## config.mk

```make
export PLATFORM = sky130hd
export DESIGN_NAME = bcr_regs
export DESIGN_NICKNAME = d
export VERILOG_FILES = /design/src/bcr_pkg.sv /design/src/bcr_io_decode.sv /design/src/bcr_regs.sv
export VERILOG_INCLUDE_DIRS = /design/src
export SDC_FILE = /design/constraint.sdc
export NUM_CORES = 1
export LEC_CHECK = 0
export BUFFER_PORTS_ARGS = -buffer_cell sky130_fd_sc_hd__buf_4
export CAP_MARGIN = 5
export CORE_UTILIZATION = 35
export CTS_CLUSTER_SIZE = 40
export DETAILED_ROUTE_END_ITERATION = 16
export PLACE_DENSITY = 0.56
export REMOVE_ABC_BUFFERS = 1
export SYNTH_ARGS = -nofsm -noshare
export SYNTH_HDL_FRONTEND = slang
export SYNTH_SLANG_ARGS = --single-unit
```

## constraint.sdc

```tcl
create_clock -name i_mclk -period 5.73 [get_ports i_mclk]
set_clock_uncertainty 0.2 [all_clocks]
set_input_delay 1.146 -clock i_mclk [delete_from_list [all_inputs] [get_ports i_mclk]]
set_output_delay 1.146 -clock i_mclk [all_outputs]
set_load 0.01 [all_outputs]
```

## src/bcr_consts.svh

```systemverilog
// Purpose: Offsets, field positions and reset values of the bridge header registers
// Assumes: Byte addresses of configuration dwords, 8-bit address space
// Notes:   Definitions only
`ifndef BCR_CONSTS_SVH
`define BCR_CONSTS_SVH

`define BCR_OFF_IO_UPPER    8'h30
`define BCR_OFF_CAP_PTR     8'h34
`define BCR_OFF_INT_CTRL    8'h3c
`define BCR_CAP_PTR_VALUE   8'hdc
`define BCR_INT_PIN_VALUE   8'h00
`define BCR_BIT_PERR_RESP   16
`define BCR_BIT_SERR_FWD    17
`define BCR_BIT_ISA_EN      18
`define BCR_UPPER_RESET     16'h0000
`define BCR_IO_GRAN_BITS    12
`define BCR_ISA_TOP         16'hffff
`define BCR_SYNC_IDLE       1'b1

`endif

```

## src/bcr_pkg.sv

```systemverilog
// Purpose: Types shared by the bridge header register block
// Assumes: Nothing beyond the constants header
// Notes:   Whole block state is one packed struct
package bcr_pkg;

	typedef struct packed {
		logic [15:0] io_base_upper;
		logic [15:0] io_window_top_upper_half;
		logic        perr_resp;
		logic        serr_fwd;
		logic        isa_en;
		logic [31:0] rdata;
		logic        rvalid;
		logic        sync1;
		logic        sync2;
		logic        sync3;
		logic        serr_seen;
		logic        perr_out_n;
		logic        perr_oe_n;
		logic        dpr_set;
		logic        serr_out_n;
		logic        serr_oe_n;
		logic        fwd_down;
		logic        fwd_up;
	} bcr_state_s;

endpackage : bcr_pkg

```

## src/bcr_io_decode.sv

```systemverilog
// Purpose: I/O window and ISA alias decode for one bus side
// Assumes: Upper and low base/limit bits supplied by the caller
// Notes:   Purely combinational; the caller registers the results
`timescale 1ns/10ps
`include "bcr_consts.svh"

module bcr_io_decode (
	input  wire logic [31:0] i_addr,
	input  wire logic [15:0] i_base_upper,
	input  wire logic [3:0]  i_base_low,
	input  wire logic [15:0] i_limit_upper,
	input  wire logic [3:0]  i_limit_low,
	output logic             o_in_window,
	output logic             o_isa_alias
);
	logic [31:0] base;
	logic [31:0] limit;

	// Window is 4 kB aligned; limit fills its unnamed low bits with ones
	assign base  = {i_base_upper, i_base_low, {`BCR_IO_GRAN_BITS{1'b0}}};
	assign limit = {i_limit_upper, i_limit_low, {`BCR_IO_GRAN_BITS{1'b1}}};
	assign o_in_window = (i_addr >= base) && (i_addr <= limit);

	// Last 768 bytes of a 1 kB block inside the first 64 kB
	assign o_isa_alias = (i_addr[31:16] == 16'h0000) && (i_addr[9:8] != 2'h0);

endmodule : bcr_io_decode

```

## src/bcr_regs.sv

```systemverilog
// Summary of operation
// - Read/write I/O window top bits 31:16 in upper half of dword 0x30, reset zero.
// - I/O window compare uses 4 kB alignment and granularity.
// - Dword 0x34 bits 7:0 read fixed 0xdc, the first capability.
// - Dword 0x34 bits 31:8 read zero and ignore writes.
// - Interrupt pin field, bits 15:8 of dword 0x3c, reads zero.
// - Parity response clear: no parity pin, no reported bit, no address-parity error.
// - Parity response set: drive parity pin and conditionally set reported bit.
// - Secondary address parity reaches system error line only with parity response set.
// - Forward enable clear: secondary system error never drives primary line.
// - Forward and driver enable set: secondary system error drives primary line.
// - ISA clear: forward every primary I/O access inside the window downstream.
// - ISA set: ignore primary window accesses in top 768 bytes per 1 kB below 64 kB.
// - ISA set: forward those secondary alias accesses upstream.
// - Read/write I/O window bottom bits 31:16 in lower half of dword 0x30, reset zero.
//
// Purpose: Part of the bridge type 1 header plus error and I/O forwarding control
// Assumes: One configuration access per request cycle, byte enables active low
// Notes:   All outputs come from the state struct; reset is synchronous
`timescale 1ns/10ps
`include "bcr_consts.svh"

module bcr_regs (
	input  wire logic        i_mclk,
	input  wire logic        i_nrst,
	input  wire logic        i_cfg_wr,
	input  wire logic        i_cfg_rd,
	input  wire logic [7:0]  i_cfg_addr,
	input  wire logic [31:0] i_cfg_wdata,
	input  wire logic [3:0]  i_upstream_command_byte_enables_n,
	input  wire logic [3:0]  i_io_base_low,
	input  wire logic [3:0]  i_io_limit_low,
	input  wire logic        i_serr_driver_en,
	input  wire logic        i_dpr_condition,
	input  wire logic        i_sec_data_parity_err,
	input  wire logic        i_sec_addr_parity_err,
	input  wire logic        i_downstream_system_error_in_n,
	input  wire logic        i_pri_io_valid,
	input  wire logic [31:0] i_pri_io_addr,
	input  wire logic        i_sec_io_valid,
	input  wire logic [31:0] i_sec_io_addr,
	output logic [31:0]      o_cfg_rdata,
	output logic             o_cfg_rvalid,
	output logic             o_downstream_parity_error_out_n,
	output logic             o_downstream_parity_error_oe_n,
	output logic             o_data_parity_reported_set,
	output logic             o_upstream_system_error_out_n,
	output logic             o_upstream_system_error_oe_n,
	output logic             o_fwd_downstream,
	output logic             o_fwd_upstream,
	output logic             o_isa_en,
	output logic [15:0]      o_io_window_top_upper_half
);
	bcr_pkg::bcr_state_s st;
	bcr_pkg::bcr_state_s next_st;
	logic                pri_in;
	logic                pri_alias;
	logic                sec_in;
	logic                sec_alias;
	logic                be0;
	logic                be1;
	logic                be2;
	logic                be3;

	assign be0 = !i_upstream_command_byte_enables_n[0];
	assign be1 = !i_upstream_command_byte_enables_n[1];
	assign be2 = !i_upstream_command_byte_enables_n[2];
	assign be3 = !i_upstream_command_byte_enables_n[3];

	// Both directions use the same decoder module on the same window bits so the two can never disagree on the window
	bcr_io_decode u_pri_dec (
		.i_addr        (i_pri_io_addr),
		.i_base_upper  (st.io_base_upper),
		.i_base_low    (i_io_base_low),
		.i_limit_upper (st.io_window_top_upper_half),
		.i_limit_low   (i_io_limit_low),
		.o_in_window   (pri_in),
		.o_isa_alias   (pri_alias)
	);

	bcr_io_decode u_sec_dec (
		.i_addr        (i_sec_io_addr),
		.i_base_upper  (st.io_base_upper),
		.i_base_low    (i_io_base_low),
		.i_limit_upper (st.io_window_top_upper_half),
		.i_limit_low   (i_io_limit_low),
		.o_in_window   (sec_in),
		.o_isa_alias   (sec_alias)
	);

	// Next-state logic for registers, error signalling and forwarding decisions
	always_comb begin
		next_st = st;
		next_st.rvalid = 1'b0;
		// Register writes, per byte lane
		if (i_cfg_wr && i_cfg_addr == `BCR_OFF_IO_UPPER) begin
			if (be0) next_st.io_base_upper[7:0] = i_cfg_wdata[7:0];
			if (be1) next_st.io_base_upper[15:8] = i_cfg_wdata[15:8];
			if (be2) next_st.io_window_top_upper_half[7:0] = i_cfg_wdata[23:16];
			if (be3) next_st.io_window_top_upper_half[15:8] = i_cfg_wdata[31:24];
		end
		// Capability pointer dword has no writable bits at all
		if (i_cfg_wr && i_cfg_addr == `BCR_OFF_INT_CTRL && be2) begin
			next_st.perr_resp = i_cfg_wdata[`BCR_BIT_PERR_RESP];
			next_st.serr_fwd  = i_cfg_wdata[`BCR_BIT_SERR_FWD];
			next_st.isa_en    = i_cfg_wdata[`BCR_BIT_ISA_EN];
		end
		// Read data registered one cycle after the request
		if (i_cfg_rd) begin
			next_st.rvalid = 1'b1;
			case (i_cfg_addr)
				`BCR_OFF_IO_UPPER: begin
					next_st.rdata = {st.io_window_top_upper_half, st.io_base_upper};
				end
				`BCR_OFF_CAP_PTR: begin
					next_st.rdata = {24'h000000, `BCR_CAP_PTR_VALUE};
				end
				`BCR_OFF_INT_CTRL: begin
					next_st.rdata = {13'h0000, st.isa_en, st.serr_fwd, st.perr_resp,
						`BCR_INT_PIN_VALUE, 8'h00};
				end
				default: begin
					next_st.rdata = 32'h00000000;
				end
			endcase
		end
		// Three-stage pin synchroniser; a change counts once stages two and three agree
		next_st.sync1 = i_downstream_system_error_in_n;
		next_st.sync2 = st.sync1;
		next_st.sync3 = st.sync2;
		if (st.sync2 == st.sync3) next_st.serr_seen = !st.sync3;
		// Parity pin and reported bit only with parity response set
		next_st.perr_out_n = !(i_sec_data_parity_err && st.perr_resp);
		next_st.perr_oe_n  = !(i_sec_data_parity_err && st.perr_resp);
		next_st.dpr_set    = i_sec_data_parity_err && st.perr_resp && i_dpr_condition;
		// Open-drain system error, driven low while any enabled source is active
		next_st.serr_out_n = !((i_sec_addr_parity_err && st.perr_resp && i_serr_driver_en)
			|| (st.serr_seen && st.serr_fwd && i_serr_driver_en));
		next_st.serr_oe_n = next_st.serr_out_n;
		// Forwarding decisions; ISA filter only bites inside the window
		next_st.fwd_down  = i_pri_io_valid && pri_in && !(st.isa_en && pri_alias);
		next_st.fwd_up    = i_sec_io_valid && (!sec_in || (st.isa_en && sec_alias));
		// Synchronous reset; the capability value is a constant, never stored
		if (!i_nrst) begin
			next_st = '0;
			next_st.io_base_upper            = `BCR_UPPER_RESET;
			next_st.io_window_top_upper_half = `BCR_UPPER_RESET;
			next_st.sync1      = `BCR_SYNC_IDLE;
			next_st.sync2      = `BCR_SYNC_IDLE;
			next_st.sync3      = `BCR_SYNC_IDLE;
			next_st.perr_out_n = 1'b1;
			next_st.perr_oe_n  = 1'b1;
			next_st.serr_out_n = 1'b1;
			next_st.serr_oe_n  = 1'b1;
		end
	end

	// Single state register
	always_ff @(posedge i_mclk) begin
		st <= next_st;
	end

	// Outputs straight from flip-flops
	assign o_cfg_rdata                     = st.rdata;
	assign o_cfg_rvalid                    = st.rvalid;
	assign o_downstream_parity_error_out_n = st.perr_out_n;
	assign o_downstream_parity_error_oe_n  = st.perr_oe_n;
	assign o_data_parity_reported_set      = st.dpr_set;
	assign o_upstream_system_error_out_n   = st.serr_out_n;
	assign o_upstream_system_error_oe_n    = st.serr_oe_n;
	assign o_fwd_downstream                = st.fwd_down;
	assign o_fwd_upstream                  = st.fwd_up;
	assign o_isa_en                        = st.isa_en;
	assign o_io_window_top_upper_half      = st.io_window_top_upper_half;
endmodule : bcr_regs

```

# After elaboration in Yosys (flattened, before gate mapping)
# Cells that the tools add are included.
# totals
out_inout_bits	57
ff_bits	77
# op_classes
muxes	2
bitwise	4
n_eq_ne	4
n_lt_le_gt_ge	4
reduce_logical	34
# ops
op	n
$pmux W32 S3	1
$ge A32 B32 Y1	2
$le A32 B32 Y1	2
$logic_not A16 Y1	2
$eq A8 B6 Y1 const B	3
$logic_and A1 B1 Y1	18
$reduce_and A2 Y1	4
$logic_not A1 Y1	6
$not A1 Y1	4
$reduce_bool A2 Y1	2
$logic_or A1 B1 Y1	2
$eq A1 B1 Y1	1
$mux W1	1

# Depth between registers and ports, before layout
# depth
word_depth	5
mapped_depth	9
ltp_nobuf	8

# By module
# From an unflattened synthesis, not the netlist that was laid out.
# unflattened
cells_unflattened	690
area_unflattened_um2	5714.2
# modules_own_cells
mod	n_inst	seq_area_each_um2	area_each_um2	cells_per_inst
bcr_regs	1	1541.5	3479.6	384
bcr_io_decode	2	0.0	1117.3	153

# Worst setup path after synthesis
# OpenSTA, ideal clock, no wires.
# synth_path
path_kind	input-to-reg
from	input port i_pri_io_addr[25]
to	register st (netlist bit o_fwd_downstream)
path_buffers	0
setup_slack_ns	2.934
t_arrival_ns	2.510
setup_ns	0.086
path_stages	7
path_cell_list	ha_1 -> a21o_1 -> a221o_1 -> a221o_1 -> a21oi_1 -> o21ai_0 -> a211oi_1
# synth_via
elab_chain_cells	5
word_cells_on_any_way	9
classes_between	order compare: 2; reduce/logical: 7
# synth_lines
element	line_no	rtl
from (decl)	bcr_regs.sv:39	input wire logic [31:0] i_pri_io_addr,
parallel branches: the longest is 4 deep, another holds $ge A32 B32 Y1	n/a	
$logic_and A1 B1 Y1 (*)	bcr_regs.sv:141	next_st.fwd_down = i_pri_io_valid && pri_in && !(st.isa_en && pri_alias);
to (signal assigned)	bcr_regs.sv:160	st <= next_st;
to (decl)	bcr_regs.sv:54	bcr_pkg::bcr_state_s st;
# Every way passes the cells marked *.
# A chain may end at the register's enable or synchronous reset.

# Final worst setup path
# layout_path
from	input port i_cfg_addr[7]
to	register st (netlist bit o_cfg_rdata[9])
# layout_via
elab_chain_cells	2
word_cells_on_any_way	4
classes_between	eq/ne: 3; mux: 1
# layout_lines
element	line_no	rtl
from (decl)	bcr_regs.sv:28	input wire logic [7:0] i_cfg_addr,
$eq A8 B6 Y1	bcr_regs.sv:111	case (i_cfg_addr)
$pmux W32 S3 (*)	bcr_regs.sv:111	
# Every way passes the cells marked *; elsewhere a longest branch is shown, timed or not.

==> metrics.yaml <==
clock_network:
  cts_max_level: 3
  cts.path.max_buffers: 2
  cts_resized: 0
  hold_buffers: 0
  cts.clk_slew.worst_paths_ns: 0.06
  post_cts_buffers: 0
  cts_tree: "yes"
  cts_root_buf: "clkbuf_16"
  clkLatencyLatePin_ns: 0.34
  cts_made_buffers: 9
  clock-sinks: 77
placement:
  post-place-cells: 941
  gp_congestion: 0.843
  dp_hpwl_um: 12600
  io_buffers: 183
  placed_area_um2: 6740
  place_ws_ns: 2.32
die:
  fp.dieH_um: 128
  initial_core_util: 0.363
  ioPinCount: 184
  core_um2: 15400
  dieArea_um2: 16400
  rows: 45
  fp.dieW_um: 128
worst_setup_path:
  cp.required_ns: 5.81
  arrival_ns: 3.14
  path_max_fanout: 19
  path_class: "input pin to register"
  start_kind: "input pin"
  worst_setup_path_end_kind: "register"
synth:
  ys_seq_area_frac: 0.276
  synth.yosys.warnings: 0
  synth_seq_cells: 77
  synth-async-reset-ratio: 0
  synth.distinct_cells: 47
  synthFlopType: "dfxtp_1"
  synth_area_per_cell_um2: 9.09
  netlist_instances: 614
  syn_area_um2: 5580
  synth_edf_count: 0
routing:
  drt-met1-wl_um: 6980
  post_drt_via_cell_ratio: 4.93
  wl_um: 15500
  ant_nets: 0
  wl_per_cell_um: 16.2
  vias: 4716
  drcViolationCount: 0
  firstDrtPassIters: 4
  dr.max_layer_used: "met4"
  drtIter0Drc: 141
  wl_met2_um: 7250
  met3_length_um: 978
cells_and_area:
  diodes: 0
  fillerInstances: 1521
  layout-area-overhead-vs-synth_pct: 26.1
  fin_util: 0.458
  instances_no_fill: 956
  finalNetCount: 948
  drive_gt1_frac: 0.326
  postLayoutCellArea_um2: 7040
grt:
  grt_use_total: 0.193
  grt_pass1_vias: 4793
  grt_first_pass_wirelength_um: 24400
  grt_max_degree: 77
  grt_antenna_before_repair: 0
  overflow: 0
sta:
  fin_setup_tns_ns: 0
  relSlewSlack: 0.568
  grt_setup_unrepaired: "false"
  setup_viol: 0
  max_freq_mhz: 327
  fin_hold_ws_ns: 0.209
  fin_ws_ns: 2.67
  worstMarginPinSlew_ns: 0.648
  final_hold_viol_count: 0
  slew_violations: 0
  period_share: 0.534
  min_period_ns: 3.06
power_and_ir_drop:
  p_total_mw: 1.32
  vdd_drop_max_mv: 0.139
  internal_power_mw: 1.00
  power.density_nw_per_um2: 187
  switching_share: 0.239
  power_frac_comb: 0.150
  pwr-share-seq: 0.409
  p_switching_uw: 315
  p_leak_nw: 2.96
  p_clk_frac: 0.441
outcome:
  status: "complete, no violations"
hold_path:
  hp-class: "register to register"
job:
  maxCapViolCount: 0
[cell families (layout without fill, tap and decap cells)]
kind of cell,count (synthesis),in the layout,share of synthesized area
muxes,35,35,0.0628
DFF,77,77,0.276
adders and majority gates,80,80,0.179
and+or+nand+nor,205,205,0.235
buffers and inverters,110,241,0.116
AOI/OAI and AO/OA,107,107,0.130
[synthesized netlist by cell type (4+ instances only)]
master / number / area share
o21ai_0: 16 / 0.014
nand4_1: 19 / 0.021
nor2b_1: 67 / 0.075
nand2_1: 20 / 0.013
clkbuf_1: 13 / 0.0087
a22o_1: 4 / 0.0063
buf_4: 51 / 0.069
nor2_1: 12 / 0.0081
nor4_1: 12 / 0.013
a211oi_1: 4 / 0.0054
nor3_1: 7 / 0.0063
nand3_1: 14 / 0.013
a21o_1: 4 / 0.0054
nor2b_2: 20 / 0.031
ha_1: 80 / 0.18
a21oi_2: 20 / 0.031
nand2b_1: 11 / 0.012
a21boi_0: 9 / 0.012
dfxtp_1: 77 / 0.28
a21oi_1: 33 / 0.030
o211ai_1: 6 / 0.0081
inv_1: 42 / 0.028
mux2i_1: 35 / 0.063
[per-layer routing]
layer | up-vias | GRT usage
li1 | 2371 | -
met1 | 2173 | 0.239
met2 | 148 | 0.319
met3 | 24 | 0.0526
met4 | 0 | 0.0671
met5 | - | 0
[critical path, stage by stage]
cell	delay, ns
buf_4	0.11
nor4_1	0.23
and3_1	0.33
and2b_4	0.24
and3b_1	0.41
buf_4	0.42
a21oi_1	0.12
nor2b_1	0.12
[flip-flops by register name, summed over array words and instances (netlist names)]
signal	count
o_io_window_top_upper_half	16
st	22
o_data_parity_reported_set	1
o_cfg_rdata	32
o_downstream_parity_error_oe_n	1
o_fwd_upstream	1
o_fwd_downstream	1
o_isa_en	1
o_upstream_system_error_oe_n	1
o_cfg_rvalid	1
[path summary, 6_finish.rpt]
path / startpoint / endpoint / slack (ns) / depth (start not counted)
max: i_cfg_addr[7] / o_cfg_rdata[9] / 2.67 / 8
min: st[10] / st[9] / 0.21 / 1
max reg2reg: st[76] / o_fwd_downstream / 3.43 / 8
min reg2reg: st[10] / st[9] / 0.21 / 1
[cells in the final DEF, fill, tap and decap left out, types with 9 or more instances in the layout]
master / netlist / routed
nor2b_2: 20 / 20
nand3_1: 14 / 14
nand4_1: 19 / 19
a21oi_1: 33 / 33
nor2b_1: 67 / 67
ha_1: 80 / 80
nor4_1: 12 / 12
nor2_1: 12 / 12
inv_1: 42 / 42
a21boi_0: 9 / 9
nand2_1: 20 / 20
clkbuf_16: 0 / 9
dfxtp_1: 77 / 77
o21ai_0: 16 / 16
mux2i_1: 35 / 35
nand2b_1: 11 / 11
buf_4: 51 / 184
a21oi_2: 20 / 20
[power by group through the flow]
stage               Clock (mW)  Sequential, mW  Combinational, mW
floorplan                    0           0.551             0.0767
global placement             0           0.550              0.192
detailed placement           0           0.550              0.198
CTS                      0.595           0.538              0.200
global route             0.620           0.538              0.222
finish                   0.581           0.538              0.198
[cell type report]
type	count	area [um^2]	share of cell area
Timing Repair Buffer	184	1380	0.196
Sequential cell	77	1540	0.219
Clock inverter	3	45.0	0.00640
Inverter	42	158	0.0224
Tap cell	211	264	0.0375
Multi-Input combinational cell	427	3390	0.482
Clock buffer	12	256	0.0364
No activity file was read; power rests on OpenSTA's default activity.
